**src/common/uhede_pkg.sv**
```systemverilog
// package with the register map, descriptor layout, codes and carrier types of the descriptor engine
package uhede_pkg;
    // ----------------------------------------------------------------
    // register byte offsets on the apb side
    // ----------------------------------------------------------------
    localparam logic [7:0] REG_CTRL = 8'h00;
    localparam logic [7:0] REG_LIST_HEAD = 8'h04;
    localparam logic [7:0] REG_STATE = 8'h08;
    localparam logic [7:0] REG_INT_STATUS = 8'h0C;
    localparam logic [7:0] REG_INT_ENABLE = 8'h10;
    localparam logic [7:0] REG_INT_CLEAR = 8'h14;
    localparam logic [7:0] REG_CUR_ED = 8'h18;
    localparam logic [31:0] RST_LIST_HEAD = 32'h0000_0000;
    localparam logic [3:0] RST_INT_ENABLE = 4'h0;
    localparam int CTRL_START_BIT = 0;
    // ----------------------------------------------------------------
    // endpoint descriptor word offsets and field positions
    // ----------------------------------------------------------------
    localparam logic [31:0] ED_OFF_W0 = 32'h0000_0000;
    localparam logic [31:0] ED_OFF_TAIL = 32'h0000_0004;
    localparam logic [31:0] ED_OFF_HEAD = 32'h0000_0008;
    localparam logic [31:0] ED_OFF_NEXT = 32'h0000_000C;
    localparam int FA_LSB = 0;
    localparam int EN_LSB = 7;
    localparam int DIR_LSB = 11;
    localparam int SPEED_BIT = 13;
    localparam int SKIP_BIT = 14;
    localparam int FMT_BIT = 15;
    localparam int MPS_LSB = 16;
    localparam int PTR_LSB = 4;
    localparam int HALT_BIT = 0;
    localparam int CARRY_BIT = 1;
    // ----------------------------------------------------------------
    // direction and packet id codes
    // ----------------------------------------------------------------
    localparam logic [1:0] DIR_OUT = 2'h1;
    localparam logic [1:0] DIR_IN = 2'h2;
    localparam logic [1:0] PID_SETUP = 2'h0;
    localparam logic [1:0] PID_OUT = 2'h1;
    localparam logic [1:0] PID_IN = 2'h2;
    // ----------------------------------------------------------------
    // interrupt event bits
    // ----------------------------------------------------------------
    localparam int NUM_EV = 4;
    localparam int EV_DONE = 0;
    localparam int EV_HALT = 1;
    localparam int EV_RETIRE = 2;
    localparam int EV_SKIP = 3;
    // ----------------------------------------------------------------
    // carrier types
    // ----------------------------------------------------------------
    typedef struct packed {
        logic [6:0] function_address;
        logic [3:0] endpoint;
        logic [1:0] dir_code;
        logic low_speed;
        logic skip;
        logic iso_format;
        logic [10:0] max_packet_size;
        logic [27:0] queue_tail_pointer;
        logic [27:0] queue_head_pointer;
        logic carry;
        logic halted;
        logic [27:0] next_descriptor_pointer;
    } uhede_ed_t;
    typedef struct packed {
        logic [6:0] function_address;
        logic [3:0] endpoint;
        logic dir_in;
        logic is_setup;
        logic low_speed;
        logic iso_format;
        logic size_fixed;
        logic [10:0] pkt_size;
    } uhede_tok_t;
endpackage

```
**src/verilog/uhede_ed_decode.sv**
```systemverilog
// field decode of a fetched endpoint descriptor and the token it yields
`timescale 1ns/1ps
module uhede_ed_decode (
    input wire logic [31:0] w0,
    input wire logic [31:0] w1,
    input wire logic [31:0] w2,
    input wire logic [31:0] w3,
    input wire logic [1:0] td_pid,
    input wire logic [13:0] td_remaining,
    output uhede_pkg::uhede_ed_t ed,
    output uhede_pkg::uhede_tok_t tok
);
    logic dir_in;
    logic [10:0] out_size;

    // ----------------------------------------------------------------
    // descriptor fields
    // ----------------------------------------------------------------
    always_comb begin
        ed.function_address = w0[uhede_pkg::FA_LSB +: 7];
        ed.endpoint = w0[uhede_pkg::EN_LSB +: 4];
        ed.dir_code = w0[uhede_pkg::DIR_LSB +: 2];
        ed.low_speed = w0[uhede_pkg::SPEED_BIT]; // see RL4
        ed.skip = w0[uhede_pkg::SKIP_BIT];
        ed.iso_format = w0[uhede_pkg::FMT_BIT]; // see RL6
        ed.max_packet_size = w0[uhede_pkg::MPS_LSB +: 11];
        ed.queue_tail_pointer = w1[31:uhede_pkg::PTR_LSB];
        ed.queue_head_pointer = w2[31:uhede_pkg::PTR_LSB];
        ed.carry = w2[uhede_pkg::CARRY_BIT];
        ed.halted = w2[uhede_pkg::HALT_BIT];
        ed.next_descriptor_pointer = w3[31:uhede_pkg::PTR_LSB];
    end

    // direction: descriptor code wins unless it defers to the packet id
    always_comb begin
        if (ed.dir_code == uhede_pkg::DIR_OUT) begin // see RL3
            dir_in = 1'b0;
        end else if (ed.dir_code == uhede_pkg::DIR_IN) begin
            dir_in = 1'b1;
        end else begin
            dir_in = (td_pid == uhede_pkg::PID_IN);
        end
    end

    // outgoing packets are the smaller of max size and data left
    assign out_size = (td_remaining < {3'h0, ed.max_packet_size}) ? td_remaining[10:0] : ed.max_packet_size; // see RL7

    // token fields
    always_comb begin
        tok.function_address = ed.function_address; // see RL1
        tok.endpoint = ed.endpoint; // see RL2
        tok.dir_in = dir_in;
        tok.is_setup = (ed.dir_code != uhede_pkg::DIR_OUT) && (ed.dir_code != uhede_pkg::DIR_IN)
                       && (td_pid == uhede_pkg::PID_SETUP);
        tok.low_speed = ed.low_speed;
        tok.iso_format = ed.iso_format;
        tok.size_fixed = !dir_in; // see RL8
        tok.pkt_size = dir_in ? ed.max_packet_size : out_size; // in: only the receive limit
    end
endmodule // uhede_ed_decode

```
**src/verilog/uhede_irq.sv**
```systemverilog
// sticky interrupt status with enable mask and write-one clear
`timescale 1ns/1ps
module uhede_irq (
    input wire logic ref_clk,
    input wire logic rst,
    input wire logic [3:0] event_set,
    input wire logic [3:0] clear,
    input wire logic [3:0] enable,
    output logic [3:0] status_q,
    output logic irq
);
    // ----------------------------------------------------------------
    // sticky bits: a new event wins over a clear in the same cycle
    // ----------------------------------------------------------------
    always_ff @(posedge ref_clk or posedge rst) begin
        if (rst) begin
            status_q <= 4'h0;
        end else begin
            status_q <= (status_q & ~clear) | event_set;
        end
    end

    // level output while any enabled bit stands
    assign irq = |(status_q & enable);
endmodule // uhede_irq

```
**src/verilog/uhede_engine.sv**
```systemverilog
// endpoint descriptor engine: list walk, decode, token issue, write-back and apb registers
//
// Behaviour
// RL1: tokens carry the descriptor's function address as device address.
// RL2: tokens carry the descriptor's endpoint number.
// RL3: direction 01 is out, 10 is in, 00 and 11 take the packet id.
// RL4: speed bit 0 means full speed, 1 means low speed.
// RL5: skipped descriptors get no queue access and no token.
// RL6: format bit picks general (0) or isochronous (1) transfer handling.
// RL7: out and setup packets use the smaller of max size and data left.
// RL8: in packets take whatever size the endpoint returns.
// RL9: equal head and tail pointers mean an empty queue.
// RL10: a transfer ending in error sets the halted bit.
// RL11: each retire writes the last toggle into carry, except isochronous.
// RL12: head pointer names the next transfer and advances as one retires.
// RL13: nonzero next pointer is followed; zero ends the list.
// RL14: software links the tail entry before advancing the tail pointer.
// RL15: software sets skip before removing or switching a descriptor.
// RL16: only the third word holding halted, carry and head is written back.
// RL17: halted descriptors are not serviced until software clears halted.
//
// Decided for this implementation: the placing of the registers and the APB slave port.
`timescale 1ns/1ps
module uhede_engine (
    input wire logic ref_clk,
    input wire logic rst,
    input wire logic psel,
    input wire logic penable,
    input wire logic pwrite,
    input wire logic [7:0] paddr,
    input wire logic [31:0] pwdata,
    output logic [31:0] prdata,
    output logic pready,
    output logic pslverr,
    output logic mem_req,
    output logic mem_we,
    output logic [31:0] mem_addr,
    output logic [31:0] mem_wdata,
    input wire logic mem_ack,
    input wire logic [31:0] mem_rdata,
    output logic td_req,
    output logic [31:0] td_head_ptr,
    input wire logic td_info_valid,
    input wire logic [1:0] td_pid,
    input wire logic [13:0] td_remaining,
    output logic tok_valid,
    output uhede_pkg::uhede_tok_t tok,
    input wire logic tok_ready,
    input wire logic td_done,
    input wire logic td_error,
    input wire logic td_toggle,
    input wire logic [31:0] td_next_ptr,
    output logic irq
);
    typedef enum logic [3:0] {
        ST_IDLE, ST_RD0, ST_RD1, ST_RD2, ST_RD3, ST_DECIDE, ST_TD_REQ, ST_TOKEN, ST_WAIT, ST_WB, ST_NEXT
    } uhede_state_t;

    uhede_state_t state_q;
    logic [31:0] w0_q;
    logic [31:0] w1_q;
    logic [31:0] w2_q;
    logic [31:0] w3_q;
    logic [31:0] ed_ptr_q;
    logic [31:0] list_head_q;
    logic [3:0] int_enable_q;
    logic [3:0] int_status;
    logic [3:0] int_clear;
    logic [3:0] events;
    logic start_pulse;
    logic err_q;
    logic [31:0] next_td_q;
    logic [31:0] prdata_q;
    logic pslverr_q;
    logic apb_write;
    uhede_pkg::uhede_ed_t ed;
    uhede_pkg::uhede_tok_t tok_comb;
    uhede_pkg::uhede_tok_t tok_q;

    // ----------------------------------------------------------------
    // descriptor decode and interrupt block
    // ----------------------------------------------------------------
    uhede_ed_decode u_decode (
        .w0(w0_q),
        .w1(w1_q),
        .w2(w2_q),
        .w3(w3_q),
        .td_pid(td_pid),
        .td_remaining(td_remaining),
        .ed(ed),
        .tok(tok_comb)
    );

    uhede_irq u_irq (
        .ref_clk(ref_clk),
        .rst(rst),
        .event_set(events),
        .clear(int_clear),
        .enable(int_enable_q),
        .status_q(int_status),
        .irq(irq)
    );

    // ----------------------------------------------------------------
    // apb slave: data prepared in setup, answered in the first access cycle
    // ----------------------------------------------------------------
    assign pready = psel & penable;
    assign prdata = prdata_q;
    assign pslverr = pready & pslverr_q;
    assign apb_write = psel & penable & pwrite & !pslverr_q;

    // read mux and decode, loaded in the setup cycle
    always_ff @(posedge ref_clk or posedge rst) begin
        if (rst) begin
            prdata_q <= 32'h0000_0000;
            pslverr_q <= 1'b0;
        end else if (psel && !penable) begin
            pslverr_q <= 1'b0;
            prdata_q <= 32'h0000_0000;
            if (paddr == uhede_pkg::REG_CTRL) begin
                prdata_q <= 32'h0000_0000;
            end else if (paddr == uhede_pkg::REG_LIST_HEAD) begin
                prdata_q <= list_head_q;
            end else if (paddr == uhede_pkg::REG_STATE) begin
                prdata_q <= {27'h0, err_q, state_q};
            end else if (paddr == uhede_pkg::REG_INT_STATUS) begin
                prdata_q <= {28'h0, int_status};
            end else if (paddr == uhede_pkg::REG_INT_ENABLE) begin
                prdata_q <= {28'h0, int_enable_q};
            end else if (paddr == uhede_pkg::REG_INT_CLEAR) begin
                prdata_q <= 32'h0000_0000;
            end else if (paddr == uhede_pkg::REG_CUR_ED) begin
                prdata_q <= ed_ptr_q;
            end else begin
                pslverr_q <= 1'b1;
            end
        end
    end

    // software written registers
    always_ff @(posedge ref_clk or posedge rst) begin
        if (rst) begin
            list_head_q <= uhede_pkg::RST_LIST_HEAD;
            int_enable_q <= uhede_pkg::RST_INT_ENABLE;
        end else if (apb_write) begin
            if (paddr == uhede_pkg::REG_LIST_HEAD) begin
                list_head_q <= {pwdata[31:uhede_pkg::PTR_LSB], 4'h0};
            end else if (paddr == uhede_pkg::REG_INT_ENABLE) begin
                int_enable_q <= pwdata[3:0];
            end
        end
    end

    // start strobe and write-one clear strobe
    assign start_pulse = apb_write && (paddr == uhede_pkg::REG_CTRL) && pwdata[uhede_pkg::CTRL_START_BIT];
    assign int_clear = (apb_write && (paddr == uhede_pkg::REG_INT_CLEAR)) ? pwdata[3:0] : 4'h0;

    // ----------------------------------------------------------------
    // list walk state machine
    // ----------------------------------------------------------------
    always_ff @(posedge ref_clk or posedge rst) begin
        if (rst) begin
            state_q <= ST_IDLE;
            ed_ptr_q <= 32'h0000_0000;
        end else begin
            case (state_q)
                ST_IDLE: begin
                    if (start_pulse && list_head_q != 32'h0000_0000) begin
                        ed_ptr_q <= list_head_q;
                        state_q <= ST_RD0;
                    end
                end
                ST_RD0: begin
                    if (mem_ack) begin
                        state_q <= ST_RD1;
                    end
                end
                ST_RD1: begin
                    if (mem_ack) begin
                        state_q <= ST_RD2;
                    end
                end
                ST_RD2: begin
                    if (mem_ack) begin
                        state_q <= ST_RD3;
                    end
                end
                ST_RD3: begin
                    if (mem_ack) begin
                        state_q <= ST_DECIDE;
                    end
                end
                ST_DECIDE: begin
                    if (ed.skip) begin // see RL5
                        state_q <= ST_NEXT;
                    end else if (ed.halted) begin // see RL17
                        state_q <= ST_NEXT;
                    end else if (ed.queue_head_pointer == ed.queue_tail_pointer) begin // see RL9
                        state_q <= ST_NEXT;
                    end else begin
                        state_q <= ST_TD_REQ;
                    end
                end
                ST_TD_REQ: begin
                    if (td_info_valid) begin
                        state_q <= ST_TOKEN;
                    end
                end
                ST_TOKEN: begin
                    if (tok_ready) begin
                        state_q <= ST_WAIT;
                    end
                end
                ST_WAIT: begin
                    if (td_done) begin
                        state_q <= ST_WB;
                    end
                end
                ST_WB: begin
                    if (mem_ack) begin
                        state_q <= ST_NEXT;
                    end
                end
                ST_NEXT: begin
                    if (ed.next_descriptor_pointer != 28'h0) begin // see RL13
                        ed_ptr_q <= {ed.next_descriptor_pointer, 4'h0};
                        state_q <= ST_RD0;
                    end else begin
                        state_q <= ST_IDLE;
                    end
                end
                default: begin
                    state_q <= ST_IDLE;
                end
            endcase
        end
    end

    // descriptor words captured as each read completes; only fields listed are used
    always_ff @(posedge ref_clk or posedge rst) begin
        if (rst) begin
            w0_q <= 32'h0000_0000;
            w1_q <= 32'h0000_0000;
            w2_q <= 32'h0000_0000;
            w3_q <= 32'h0000_0000;
        end else if (mem_ack) begin
            if (state_q == ST_RD0) begin
                w0_q <= mem_rdata;
            end else if (state_q == ST_RD1) begin
                w1_q <= mem_rdata;
            end else if (state_q == ST_RD2) begin
                w2_q <= mem_rdata;
            end else if (state_q == ST_RD3) begin
                w3_q <= mem_rdata;
            end
        end
    end

    // ----------------------------------------------------------------
    // memory master: reads four words, writes back only the head word
    // ----------------------------------------------------------------
    assign mem_req = (state_q == ST_RD0) || (state_q == ST_RD1) || (state_q == ST_RD2)
                     || (state_q == ST_RD3) || (state_q == ST_WB);
    assign mem_we = (state_q == ST_WB); // see RL16

    // address follows the state
    always_comb begin
        if (state_q == ST_RD1) begin
            mem_addr = ed_ptr_q + uhede_pkg::ED_OFF_TAIL;
        end else if (state_q == ST_RD2 || state_q == ST_WB) begin
            mem_addr = ed_ptr_q + uhede_pkg::ED_OFF_HEAD; // see RL16
        end else if (state_q == ST_RD3) begin
            mem_addr = ed_ptr_q + uhede_pkg::ED_OFF_NEXT;
        end else begin
            mem_addr = ed_ptr_q + uhede_pkg::ED_OFF_W0;
        end
    end

    // head word rebuilt from the retired transfer
    always_ff @(posedge ref_clk or posedge rst) begin
        if (rst) begin
            mem_wdata <= 32'h0000_0000;
        end else if (state_q == ST_WAIT && td_done) begin
            mem_wdata <= {td_next_ptr[31:uhede_pkg::PTR_LSB], w2_q[3:2],
                          ed.iso_format ? ed.carry : td_toggle, // see RL11
                          td_error | ed.halted}; // see RL10, see RL12
        end
    end

    // retire results kept for status
    always_ff @(posedge ref_clk or posedge rst) begin
        if (rst) begin
            err_q <= 1'b0;
            next_td_q <= 32'h0000_0000;
        end else if (state_q == ST_WAIT && td_done) begin
            err_q <= td_error;
            next_td_q <= td_next_ptr;
        end
    end

    // ----------------------------------------------------------------
    // transfer side: head request, then token
    // ----------------------------------------------------------------
    assign td_req = (state_q == ST_TD_REQ);
    assign td_head_ptr = {w2_q[31:uhede_pkg::PTR_LSB], 4'h0}; // see RL12
    assign tok_valid = (state_q == ST_TOKEN);
    assign tok = tok_q;

    // token captured when the head transfer is described
    always_ff @(posedge ref_clk or posedge rst) begin
        if (rst) begin
            tok_q <= '0;
        end else if (state_q == ST_TD_REQ && td_info_valid) begin
            tok_q <= tok_comb; // see RL1, see RL2, see RL3, see RL4, see RL6, see RL7, see RL8
        end
    end

    // ----------------------------------------------------------------
    // events
    // ----------------------------------------------------------------
    always_comb begin
        events = 4'h0;
        events[uhede_pkg::EV_DONE] = (state_q == ST_NEXT) && (ed.next_descriptor_pointer == 28'h0);
        events[uhede_pkg::EV_HALT] = (state_q == ST_WAIT) && td_done && td_error;
        events[uhede_pkg::EV_RETIRE] = (state_q == ST_WAIT) && td_done;
        events[uhede_pkg::EV_SKIP] = (state_q == ST_DECIDE) && ed.skip;
    end

    // ----------------------------------------------------------------
    // checks
    // ----------------------------------------------------------------
    chk_skip_no_token: assert property (@(posedge ref_clk) disable iff (rst) // see RL5
        (state_q == ST_DECIDE && ed.skip) |=> (state_q == ST_NEXT) ##1 (!tok_valid && !td_req))
        else $error("skipped descriptor was serviced");
    chk_empty_queue: assert property (@(posedge ref_clk) disable iff (rst) // see RL9
        (state_q == ST_DECIDE && !ed.skip && (ed.queue_head_pointer == ed.queue_tail_pointer)) |=> !td_req)
        else $error("empty queue was serviced");
    chk_halted_idle: assert property (@(posedge ref_clk) disable iff (rst) // see RL17
        (state_q == ST_DECIDE && ed.halted) |=> (state_q == ST_NEXT))
        else $error("halted descriptor was serviced");
    chk_token_address: assert property (@(posedge ref_clk) disable iff (rst) // see RL1
        tok_valid |-> (tok.function_address == w0_q[6:0] && tok.endpoint == w0_q[10:7]))
        else $error("token address differs from descriptor");
    chk_out_size: assert property (@(posedge ref_clk) disable iff (rst) // see RL7
        (tok_valid && !tok.dir_in) |-> (tok.pkt_size <= ed.max_packet_size && tok.size_fixed))
        else $error("out packet exceeds max packet size");
    chk_dir_decode: assert property (@(posedge ref_clk) disable iff (rst) // see RL3
        (tok_valid && ed.dir_code == uhede_pkg::DIR_IN) |-> tok.dir_in)
        else $error("in direction not honoured");
    chk_halt_on_error: assert property (@(posedge ref_clk) disable iff (rst) // see RL10
        (state_q == ST_WAIT && td_done && td_error) |=> (mem_we && mem_wdata[uhede_pkg::HALT_BIT]))
        else $error("error did not set halted");
    chk_carry_update: assert property (@(posedge ref_clk) disable iff (rst) // see RL11
        (state_q == ST_WAIT && td_done && !ed.iso_format) |=> (mem_wdata[uhede_pkg::CARRY_BIT] == $past(td_toggle)))
        else $error("toggle carry not written");
    chk_head_writeback: assert property (@(posedge ref_clk) disable iff (rst) // see RL12
        mem_we |-> (mem_addr == ed_ptr_q + uhede_pkg::ED_OFF_HEAD && mem_wdata[31:4] == next_td_q[31:4]))
        else $error("head write-back wrong");
    chk_list_end: assert property (@(posedge ref_clk) disable iff (rst) // see RL13
        (state_q == ST_NEXT && ed.next_descriptor_pointer == 28'h0) |=> (state_q == ST_IDLE) [*2])
        else $error("walk did not stop at list end");
endmodule // uhede_engine

```
**config.mk**
```make
export PLATFORM = sky130hd
export DESIGN_NAME = uhede_engine
export DESIGN_NICKNAME = d
export VERILOG_FILES = /design/src/common/uhede_pkg.sv /design/src/verilog/uhede_ed_decode.sv /design/src/verilog/uhede_irq.sv /design/src/verilog/uhede_engine.sv
export SDC_FILE = /design/constraint.sdc
export NUM_CORES = 1
export LEC_CHECK = 0
export ABC_AREA = 1
export BUFFER_PORTS_ARGS = -buffer_cell sky130_fd_sc_hd__buf_2
export CORE_UTILIZATION = 40
export DETAILED_ROUTE_END_ITERATION = 12
export PLACE_DENSITY = 0.64
export SYNTH_ARGS = -nofsm -noshare
export SYNTH_HDL_FRONTEND = slang
export SYNTH_SLANG_ARGS = --single-unit
```
**constraint.sdc**
```tcl
create_clock -name ref_clk -period 9.45 [get_ports ref_clk]
set_input_delay 0.945 -clock ref_clk [delete_from_list [all_inputs] [get_ports ref_clk]]
set_output_delay 0.945 -clock ref_clk [all_outputs]
set_load 0.05 [all_outputs]
```
# Word level (Yosys, flattened, before mapping)
# Cells that the tools add are included.
[word_totals]
inputBits = 131
regBits = 288
wordCells = 146
[op_classes]
add_sub_neg = 3
eq_ne = 32
bitwise_logic = 13
reduce_logical = 36
muxes = 40
n_lt_le_gt_ge = 1
[ops]
columns = ["op", "count"]
rows = [
  ["2-to-1 mux 32 bit", 12],
  ["adder 32 x 4 -> 32 bit (second input constant)", 2],
  ["one-hot mux 32 bit (2 select lines)", 1],
  ["2-to-1 mux 4 bit", 13],
  ["one-hot mux 4 bit (11 select lines)", 1],
  ["adder 32 x 3 -> 32 bit (second input constant)", 1],
  ["nonzero test 32 bit", 1],
  ["== test 28 bit", 1],
  ["zero test 28 bit", 1],
  ["nonzero test 28 bit", 1],
  ["== test 8 x 5 -> 1 bit (second input constant)", 3],
  ["2-to-1 mux 11 bit", 2],
  ["== test 4 x 3 -> 1 bit (second input constant)", 4],
  ["== test 8 x 4 -> 1 bit (second input constant)", 2],
  ["inequality test 2 bit (second input constant)", 8],
  ["less-than comparator 14 x 11 -> 1 bit", 1],
  ["== test 4 bit (second input constant)", 3],
  ["logical AND 1 bit", 12],
  ["2-to-1 mux 1 bit", 11],
  ["AND reduction 3 bit", 3],
  ["AND reduction 9 bit", 1],
  ["AND 4 bit", 2],
  ["== test 4 x 2 -> 1 bit (second input constant)", 2],
  ["== test 8 x 3 -> 1 bit (second input constant)", 1],
  ["other kinds (19)", 36],
]

# Longest topological paths before layout
# Gate-level depths: netlist (run 1).
[depth]
word_depth = 8
mapped_depth = 15

# Modules after synthesis
# A second synthesis (run 1) with hierarchy kept.
[unflattened]
cells_unflattened = 1760
area_unflattened_um2 = 14326.2
[modules_own_cells]
columns = ["module", "seq_area_each_um2", "cells_per_inst", "n_inst", "area_per_inst_um2"]
rows = [
  ["uhede_engine", 7131.8, 1500, 1, 12617.1],
  ["uhede_ed_decode", 0.0, 238, 1, 1526.5],
  ["uhede_irq", 100.1, 22, 1, 182.7],
]

# Worst setup path after synthesis (run 1)
# Ideal clock, no wire load.
[synth_timing]
path_type = "register to output"
from = "register state_q[2]"
to = "output mem_addr[2]"
setup_slack_ns = 6.727
t_arrival_ns = 1.778
path_stages_with_launch = 4
required_ns = 8.505
path_cell_list = "dfrtp_1 nor2_2 inv_2 o21ai_0"
[synth_via]
elab_chain_len = 4
word_cells_on_any_way = 8
classes_between = "4 x eq/ne; 3 x mux; 1 x reduce/logical"
[synth_rtl]
columns = ["item", "line_no", "source"]
rows = [
  ["start: declaration", "uhede_engine.sv:59", "uhede_state_t state_q;"],
  ["start signal: assignment", "uhede_engine.sv:163", "state_q <= ST_IDLE;"],
  ["start signal: assignment", "uhede_engine.sv:170", "state_q <= ST_RD0;"],
  ["start signal: assignment", "uhede_engine.sv:175", "state_q <= ST_RD1;"],
  ["== test 4 x 3 -> 1 bit (tied with other cells)", "uhede_engine.sv:272", "end else if (state_q == ST_RD3) begin"],
  ["2-to-1 mux 32 bit or logical OR 1 bit (tied branches)", "uhede_engine.sv:272, uhede_engine.sv:270", ""],
  ["2-to-1 mux 32 bit", "uhede_engine.sv:270", "end else if (state_q == ST_RD2 || state_q == ST_WB) begin"],
  ["2-to-1 mux 32 bit (*)", "uhede_engine.sv:268", "if (state_q == ST_RD1) begin"],
  ["end: declaration", "uhede_engine.sv:37", "output logic [31:0] mem_addr,"],
]
# Every way passes the cells marked *; elsewhere a longest branch is shown, timed or not.

# Worst setup path after layout (run 1)
[layout_timing]
from = "register state_q[1]"
to = "register ed_ptr_q[24]"
[layout_via]
elab_chain_len = 3
word_cells_on_any_way = 7
classes_between = "3 x eq/ne; 1 x mux; 3 x reduce/logical"
[layout_rtl]
columns = ["item", "line_no", "source"]
rows = [
  ["== test 4 bit or zero test 4 bit (tied branches)", "uhede_engine.sv:166", "case (state_q)"],
  ["inequality test 2 bit (no source line) or nonzero test 2 bit (tied branches)", "--", ""],
  ["AND reduction 3 bit (no source line)", "--", ""],
  ["end signal: assignment", "uhede_engine.sv:169", "ed_ptr_q <= list_head_q;"],
  ["end signal: assignment", "uhede_engine.sv:226", "ed_ptr_q <= {ed.next_descriptor_pointer, 4'h0};"],
  ["end: declaration", "uhede_engine.sv:64", "logic [31:0] ed_ptr_q;"],
]
# Parallel ways exist; a longest one is shown, timed or not.
# A chain may end at the register's enable or synchronous reset.

==> results of run 1 <==
[area by class of cell]
class / count / share of cell area [%]
clock inverters: 6 / 0.521
well taps: 435 / 3.54
repair buffers: 290 / 9.66
multi-input cells: 1097 / 32.5
flip-flops and latches: 276 / 45.0
clock buffers: 44 / 5.43
inverters: 138 / 3.42
[cell usage in the layout (no fill, tap or decap), types with 4 or more instances in the layout]
master	instances
inv_2	10
xnor2_1	18
nand2_1	628
nand4_1	12
a21oi_1	36
nor2_1	79
clkbuf_16	31
buf_4	7
inv_1	126
dfrtp_1	276
ha_1	12
conb_1	6
nand3_1	56
buf_2	282
o211ai_1	4
clkbuf_1	12
clkinv_2	4
nor3_1	5
nand2_2	4
o21ai_1	30
nor2_2	6
nor2_4	5
o21ai_0	160
nand3_2	23
[critical path, cell delays in order (launching register included)]
cell,delay [ns]
dfrtp_1,0.43
inv_2,0.10
nor2_2,0.17
inv_2,0.10
nor2_8,0.55
nor2_2,0.09
nor2_4,0.77
nand2_4,0.41
nand2_1,0.18
nand2_1,0.07
[metal layers]
layer  global-route usage (%)  vias to the layer above  part of all wire (%)
li1                         -                     5459                     -
met1                     29.8                     5159                    47
met2                     33.3                      298                    45
met3                     3.71                       51                   5.4
met4                     5.75                        0                   2.3
met5                        0                        -                     0
[state kept, by name, indices dropped and copies added (netlist names)]
signal	count
w2_q	32
w1_q	28
u_irq.status_q	4
prdata	32
state_q	4
w0_q	27
err_q	1
tok	27
mem_wdata	32
pslverr_q	1
int_enable_q	4
ed_ptr_q	28
w3_q	28
list_head_q	28
[through the flow]
step | util [%] | hold slack [ns] | std cells | total power (uW)
4_1_cts | 48.3 | 0.476 | 2286 | 5170
2_1_floorplan | - | 0.442 | 1619 | 3590
5_1_grt | 48.3 | 0.488 | 2286 | 5460
3_3_place_gp | 45.4 | 0.451 | 2236 | 3970
6_report | 48.3 | 0.472 | 2286 | 5110
3_5_place_dp | 45.4 | 0.459 | 2236 | 4020
[logic make-up after synthesis]
| family | Yosys count | share of synthesized area [%] |
|---|---|---|
| AND/OR/NAND/NOR | 824 | 26.3 |
| adder cells (fa/ha/maj) | 12 | 1.15 |
| flip-flops | 276 | 53.1 |
| XOR/XNOR | 18 | 1.21 |
| AO/OA/AOI/OAI | 237 | 9.31 |
| other | 1 | 0.0288 |
| buffers and inverters | 246 | 8.88 |
[power by group]
part / total [uW] / switching, uW / internal [uW] / leakage (uW)
clock: 1110 / 457 / 658 / 0.000447
combinational: 2100 / 1550 / 550 / 0.00451
sequential: 1890 / 313 / 1580 / 0.00341
[final timing paths]
path,endpoint,slack (ns),cells past startpoint
worst max-delay path,ed_ptr_q[24],6.43,9
worst min-delay path,prdata[7],0.47,2
worst max register to register,ed_ptr_q[24],6.43,9
worst min register to register,prdata[7],0.47,2
max in group asynchronous,w3_q[7],7.50,3
min in group asynchronous,prdata[23],0.49,2
==> flow_metrics.env, run 1 <==
export IMPL_seq_area_um2=6910
export IMPL_clkSlewWorstSetupHoldPaths_ns=0.06
export IMPL_place_gp_congestion=0.845
export IMPL_setup_viol=0
export IMPL_clock_sinks=276
export IMPL_yosysSeqAreaShare_pct=53.1
export IMPL_tns_ns=0
export IMPL_wl_per_cell_um=15.2
export IMPL_via_count=10967
export IMPL_multi_input_area_um2=4990
export IMPL_cp_end_kind="flop"
export IMPL_rows=65
export IMPL_ant_nets=0
export IMPL_critPathLaunch="state_q[1]"
export IMPL_fill_cells=3110
export IMPL_grt_use_total_pct=21.0
export IMPL_status="complete, no violations"
export IMPL_synth_area_top_cells="dfrtp_1, nand2_1, o21ai_0"
export IMPL_min_path_type="reg -> reg"
export IMPL_drt_wl_total_um=34800
export IMPL_fin_crit_sh_pct=32.0
export IMPL_layout_nets=1976
export IMPL_syn2layout_area_growth_pct=18.1
export IMPL_grt_max_degree=174
export IMPL_slew_viol_final=0
export IMPL_globalRouteOverflowTotal=0
export IMPL_r2r_start="state_q[1]"
export IMPL_cts_root_buf="clkbuf_16"
export IMPL_ys_types=35
export IMPL_drt_initial_drc_count=787
export IMPL_io_buffer_count=282
export IMPL_hold_start="prdata[7]"
export IMPL_finalClockSkew_ns=0.0154
export IMPL_syn_instance_count=1614
export IMPL_grt_pass1_wl_um=56400
export IMPL_hpwl_um=24300
export IMPL_routed_via_density=4.80
export IMPL_critPathMaxFanout=59
export IMPL_antenna_found_initial=0
export IMPL_ios=293
export IMPL_slew_headroom_pct=28.6
export IMPL_postCtsSetupRepairBufs=0
export IMPL_worstPathRequired_ns=9.88
export IMPL_diodes=0
export IMPL_drc=0
export IMPL_cts_tree="yes"
export IMPL_start_kind="flop"
export IMPL_timing_hold_violations_final=0
export IMPL_post_place_ws_ns=6.25
export IMPL_die_h_um=182
export IMPL_synth_edf_count=0
export IMPL_clk_path_buf_depth=3
export IMPL_ys_ff_latch=276
export IMPL_postCtsHoldBufs=0
export IMPL_max_freq_ghz=0.331
export IMPL_rsz0062_at_grt="no"
export IMPL_cts_buffers=30
export IMPL_syn_area_per_cell_um2=8.06
export IMPL_clkLatencyLatePin_ns=0.55
export IMPL_synthTopCellsByCount="nand2_1, dfrtp_1, o21ai_0, inv_1, nor2_1"
export IMPL_setup_ws_ns=6.43
export IMPL_grt_pass1_vias=10637
export IMPL_drtPass1Iterations=5
export IMPL_die_w_um=182
export IMPL_synth_flop_cell="dfrtp_1"
export IMPL_worstSetupPathType="reg -> reg"
export IMPL_htree_num_levels=1
export IMPL_fin_crit_ns=3.02
export IMPL_initial_core_util_pct=40.9
export IMPL_maxCapViolations=0
export IMPL_post_synth_top_count_cell="nand2_1"
export IMPL_ir_worst_vdd_mv=0.167
export IMPL_synth_largest_area_cell="dfrtp_1"
export IMPL_die_area_um2=33200
export IMPL_postLayoutCellArea_um2=15400
export IMPL_syn_area_um2=13000
export IMPL_post_cts_resized=0
export IMPL_ys_warn_count=0
export IMPL_synth_top_area_share_pct=53.1
export IMPL_arrival_ns=3.45
export IMPL_power_density_nw_per_um2=333
export IMPL_dpl_cell_area_um2=14400
export IMPL_worst_pin_slew_ns=1.07
export IMPL_p_leak_uw=0.00837
export IMPL_core_um2=31800
export IMPL_drive_gt1_share_pct=20.5
export IMPL_async_reset_ff_share_pct=100
(Power assumes the default switching activity.)
==> run 2: changes to the inputs <==
clock period = 3 ns   (was 9.45 ns; I/O delays follow)
==> run 2 against run 1 <==
  * Flip-flop and latch count is the same
  * Largest cell class unchanged
  * Combinational power grew to 3.2 times the previous value
  * Clock power grew to 3.2 times the previous value
  * Non-clock buffer count grew 59
  * Global-route usage grew 0.20 points
  * Via count grew 2.4%
  * Sequential share of layout area shrank 1.7 points
  * Largest power group unchanged
  * Utilization grew 1.9 points
  * Clock skew shrank 0.0035 ns
==> flow_metrics.env, run 2 (synthesis gave the netlist of run 1 again) <==
export IMPL_cpMaxStageDelayCell="nor2_4"
export IMPL_slew_viol_final=0
export IMPL_htree_num_levels=1
export IMPL_layout_nets=2035
export IMPL_drt_initial_drc_count=759
export IMPL_die_h_um=182
export IMPL_post_place_ws_ns=0.534
export IMPL_worstSetupPathType="reg -> reg"
export IMPL_multi_input_area_um2=4990
export IMPL_grt_pass1_wl_um=57100
export IMPL_path_delay_family="simple AND/OR/NAND/NOR gates"
export IMPL_timing_hold_violations_final=0
export IMPL_clk_path_buf_depth=3
export IMPL_cts_buffers=30
export IMPL_cts_tree="yes"
export IMPL_min_path_type="in -> reg"
export IMPL_postCtsSetupRepairBufs=0
export IMPL_routed_via_density=4.79
export IMPL_antenna_found_initial=1
export IMPL_max_freq_ghz=0.405
export IMPL_die_w_um=182
export IMPL_place_gp_congestion=0.844
export IMPL_ant_nets=0
export IMPL_status="complete, no violations"
export IMPL_fin_crit_sh_pct=82.4
export IMPL_drc=0
export IMPL_clkLatencyLatePin_ns=0.55
export IMPL_dp_cells=2252
export IMPL_arrival_ns=2.90
export IMPL_setup_ws_ns=0.528
export IMPL_hpwl_um=25000
export IMPL_rows=65
export IMPL_p_leak_uw=0.00865
export IMPL_ir_worst_vdd_mv=0.545
export IMPL_grt_use_total_pct=21.2
export IMPL_final_util_pct=50.2
export IMPL_critPathBufInv=2
export IMPL_die_area_um2=33200
export IMPL_cts_root_buf="clkbuf_16"
export IMPL_fin_crit_ns=2.47
export IMPL_final_cell_mix="nand2_1, buf_2, dfrtp_1"
export IMPL_finalClockSkew_ns=0.0119
export IMPL_path_cells="inv_2, nor2_2, inv_2, nor2_8, nor2_2, nor2_4, nand2_4, nand2_1, nand2_1"
export IMPL_maxCapViolations=0
export IMPL_tns_ns=0
export IMPL_max_stage_delay_ns=0.72
export IMPL_globalRouteOverflowTotal=0
export IMPL_start_kind="flop"
export IMPL_worstPathRequired_ns=3.43
export IMPL_syn2layout_area_growth_pct=22.7
export IMPL_drtPass1Iterations=5
export IMPL_drt_wl_total_um=35000
export IMPL_setup_viol=0
export IMPL_wl_per_cell_um=14.9
export IMPL_cp_end_kind="flop"
export IMPL_grt_pass1_vias=10826
export IMPL_finalNonFillerCells=2346
export IMPL_fill_cells=3058
export IMPL_ios=293
export IMPL_worst_pin_slew_ns=0.940
export IMPL_drive_gt1_share_pct=21.1
export IMPL_initial_core_util_pct=40.9
export IMPL_critPathMaxFanout=29
export IMPL_hold_slack_ns=0.0268
export IMPL_io_buffer_count=282
export IMPL_slew_headroom_pct=37.2
export IMPL_power_density_nw_per_um2=1010
export IMPL_diodes=0
export IMPL_seq_area_um2=6910
export IMPL_grt_max_degree=70
export IMPL_via_count=11229
export IMPL_clkSlewWorstSetupHoldPaths_ns=0.06
export IMPL_final_common_cell="nand2_1"
export IMPL_clock_sinks=276
export IMPL_core_um2=31800
export IMPL_rsz0062_at_grt="no"
==> run 2: final timing paths <==
check / from / end / slack (ns) / depth (start not counted)
hold / removal: pwdata[18] / list_head_q[18] / 0.03 / 3
hold reg to reg: w0_q[9] / tok[18] / 0.47 / 2
min in group asynchronous: rst / prdata[23] / 0.38 / 3
max in group asynchronous: rst / list_head_q[8] / 1.62 / 5
setup / recovery: state_q[1] / ed_ptr_q[17] / 0.53 / 9
setup reg to reg: state_q[1] / ed_ptr_q[17] / 0.53 / 9
==> run 2: repair_timing <==
action / 4_1_cts / 5_1_grt
hold buffers: 43 / 0
endpoints found under the hold margin: 58 / 0
resized for setup: 0 / 0
==> run 2: routing by layer <==
layer  GRT usage, %  vias to the layer above  share of wire (%)
met3           4.07                       60                6.4
met4           5.45                        2                2.4
met5              0                        -              0.023
met1           30.2                     5205                 46
li1               -                     5582                  -
met2           33.3                      380                 45
==> run 2: through the flow <==
step | total power [uW] | instance area (um^2)
4_1_cts | 16400 | 16000
3_5_place_dp | 12700 | 14600
3_3_place_gp | 12500 | 14600
6_report | 16200 | 16000
5_1_grt | 17300 | 16000
2_1_floorplan | 11300 | 13000
==> run 2: final cells by class <==
type                    instances  share of cell area, %
clock inverters                10                  0.486
multi-input cells            1097                   31.3
inverters                     138                   3.27
clock buffers                  41                   5.41
repair buffers                349                   12.9
well taps                     435                   3.41
flip-flops and latches        276                   43.3
==> run 2: worst min-delay path, stage by stage <==
cell	delay, ns
buf_2	0.08
nor2_1	0.04
a21oi_1	0.11
==> run 2: where the power goes <==
part	switching (uW)	leakage, uW	internal, uW
Clock	1460	0.000469	2070
Sequential	1000	0.00341	4980
Combinational	4870	0.00477	1800
Total	7330	0.00865	8850
==> run 3: changes to the inputs <==
PLACE_DENSITY = 0.66   (was 0.64)
clock period = 2.2 ns   (was 3 ns; I/O delays follow)
==> run 3 against run 2 <==
  * Combinational power increased by 40%
  * Hold slack got worse by 0.015 ns
  * First-iteration DRC count decreased by 19%
  * Power increased by 43%
  * Utilization increased by 2.0 points
  * Largest cell class unchanged
==> flow_metrics.env, run 3 (synthesis gave the netlist of run 1 again) <==
export IMPL_clkSlewWorstSetupHoldPaths_ns=0.06
export IMPL_p_leak_uw=0.00891
export IMPL_diodes=0
export IMPL_max_freq_ghz=0.477
export IMPL_antenna_found_initial=0
export IMPL_highest_signal_layer="met4"
export IMPL_globalRouteOverflowTotal=0
export IMPL_setup_viol=0
export IMPL_clkLatencyLatePin_ns=0.56
export IMPL_r2r_start="state_q[0]"
export IMPL_rows=65
export IMPL_cts_buffers=30
export IMPL_grt_pass1_wl_um=59100
export IMPL_hpwl_um=25300
export IMPL_cts_tree="yes"
export IMPL_drive_gt1_share_pct=21.2
export IMPL_wl_met3_um=2190
export IMPL_drt_wl_total_um=36700
export IMPL_grt_pass1_vias=11444
export IMPL_arrival_ns=1.88
export IMPL_status="complete, no violations"
export IMPL_slew_headroom_pct=35.4
export IMPL_io_buffer_count=282
export IMPL_via_count=11558
export IMPL_r2r_cells=8
export IMPL_fill_cells=2939
export IMPL_r2r_end="ed_ptr_q[22]"
export IMPL_worstPathRequired_ns=1.98
export IMPL_timing_hold_violations_final=0
export IMPL_initial_core_util_pct=40.9
export IMPL_drc=0
export IMPL_final_common_cell="nand2_1"
export IMPL_die_area_um2=33200
export IMPL_final_cell_mix="nand2_1, buf_2, dfrtp_1"
export IMPL_drtPass1Iterations=5
export IMPL_finalClockSkew_ns=0.0164
export IMPL_drt_initial_drc_count=614
export IMPL_cp_end_kind="primary output"
export IMPL_wl_met1_um=16600
export IMPL_ir_worst_vdd_mv=0.812
export IMPL_ant_nets=0
export IMPL_worstSetupPathType="reg -> out"
export IMPL_dp_cells=2255
export IMPL_hold_slack_ns=0.0115
export IMPL_layout_nets=2077
export IMPL_routed_via_density=4.83
export IMPL_fin_crit_sh_pct=95.3
export IMPL_syn2layout_area_growth_pct=27.6
export IMPL_die_h_um=182
export IMPL_rrSetupSlack_ns=0.18
export IMPL_cts_root_buf="clkbuf_16"
export IMPL_crit_path_end="mem_we"
export IMPL_finalNonFillerCells=2392
export IMPL_ios=293
export IMPL_worst_pin_slew_ns=0.967
export IMPL_die_w_um=182
export IMPL_maxCapViolations=0
export IMPL_grt_use_total_pct=22.1
export IMPL_fin_crit_ns=2.10
export IMPL_core_um2=31800
export IMPL_slew_viol_final=0
export IMPL_critPathLaunch="state_q[0]"
export IMPL_power_density_nw_per_um2=1390
export IMPL_wl_per_cell_um=15.4
export IMPL_postCtsSetupRepairBufs=0
export IMPL_grt_max_degree=76
export IMPL_rsz0062_at_grt="no"
export IMPL_clk_path_buf_depth=3
export IMPL_met2_length_um=16700
export IMPL_min_path_type="in -> reg"
export IMPL_critPathMaxFanout=6
export IMPL_place_gp_congestion=0.856
export IMPL_start_kind="flop"
export IMPL_htree_num_levels=1
export IMPL_clock_sinks=276
## run 3: changes by cell type in the layout (fill, tap and decap cells not counted), sizes merged
cell         before  now
bufinv            1    7
inv             136  137
clkinvlp          2    3
nor2             91   92
clkbuf           41   43
dlygate4sd3      43   81
clkinv            9    6
## run 3: final cells by class
cell class,instances,area (um^2),share of cell area [%]
timing repair buffer,390,2520,15.2
clock buffer,40,840,5.06
multi-input combinational,1098,5000,30.1
tap,435,544,3.28
inverter,138,522,3.14
clock inverter,15,263,1.58
sequential,276,6910,41.6
## run 3: worst max-delay path, stage by stage (launching register included)
cell     delay [ns]
dfrtp_1        0.45
inv_1          0.09
buf_4          0.16
nor2_2         0.15
nand2_1        0.13
inv_1          0.08
buf_2          0.26
## run 3: layer usage
metal  vias up  track usage (%)
li1       5679                -
met1      5416             29.6
met2       389             35.9
met3        74             4.11
met4         0             7.60
met5         -                0
## run 3: per-stage QoR
stage | cell area [um^2] | setup WS [ns] | setup TNS [ns] | total power (uW) | util [%]
after floorplan | 13000 | -1.67 | -461.30 | 15400 | -
after CTS | 16600 | 0.0425 | 0 | 23300 | 52.1
final | 16600 | 0.103 | 0 | 23100 | 52.2
after detailed placement | 14700 | -0.175 | -4.36 | 17400 | 46.1
after global routing | 16600 | 0.00310 | 0 | 24600 | 52.2
after global placement | 14700 | -0.0886 | -2.36 | 17200 | 46.1
## run 3: worst min path at each step
stage / from / end / depth (start not counted)
after floorplan: td_next_ptr[10] / mem_wdata[10] / 2
after global placement: rst / ed_ptr_q[23] / 2
after detailed placement: rst / ed_ptr_q[23] / 2
after CTS: mem_rdata[11] / w3_q[11] / 3
after global routing: mem_rdata[22] / w3_q[22] / 3
final: mem_rdata[5] / w3_q[5] / 3
## run 3: where the power goes
| part | total [uW] | internal [uW] | leakage [uW] | switching, uW |
|---|---|---|---|---|
| Sequential | 8160 | 6790 | 0.00341 | 1370 |
| Combinational | 9360 | 2590 | 0.00497 | 6780 |
| Clock | 5600 | 3490 | 0.000534 | 2110 |
| Total | 23100 | 12900 | 0.00891 | 10200 |
## run 3: repair_timing
action | CTS | global route
hold buffers | 81 | 0
cloned | 1 | 0
setup endpoints to repair | 28 | 4
gates resized for setup | 0 | 7
pin swaps | 1 | 0
endpoints found under the hold margin | 110 | 0
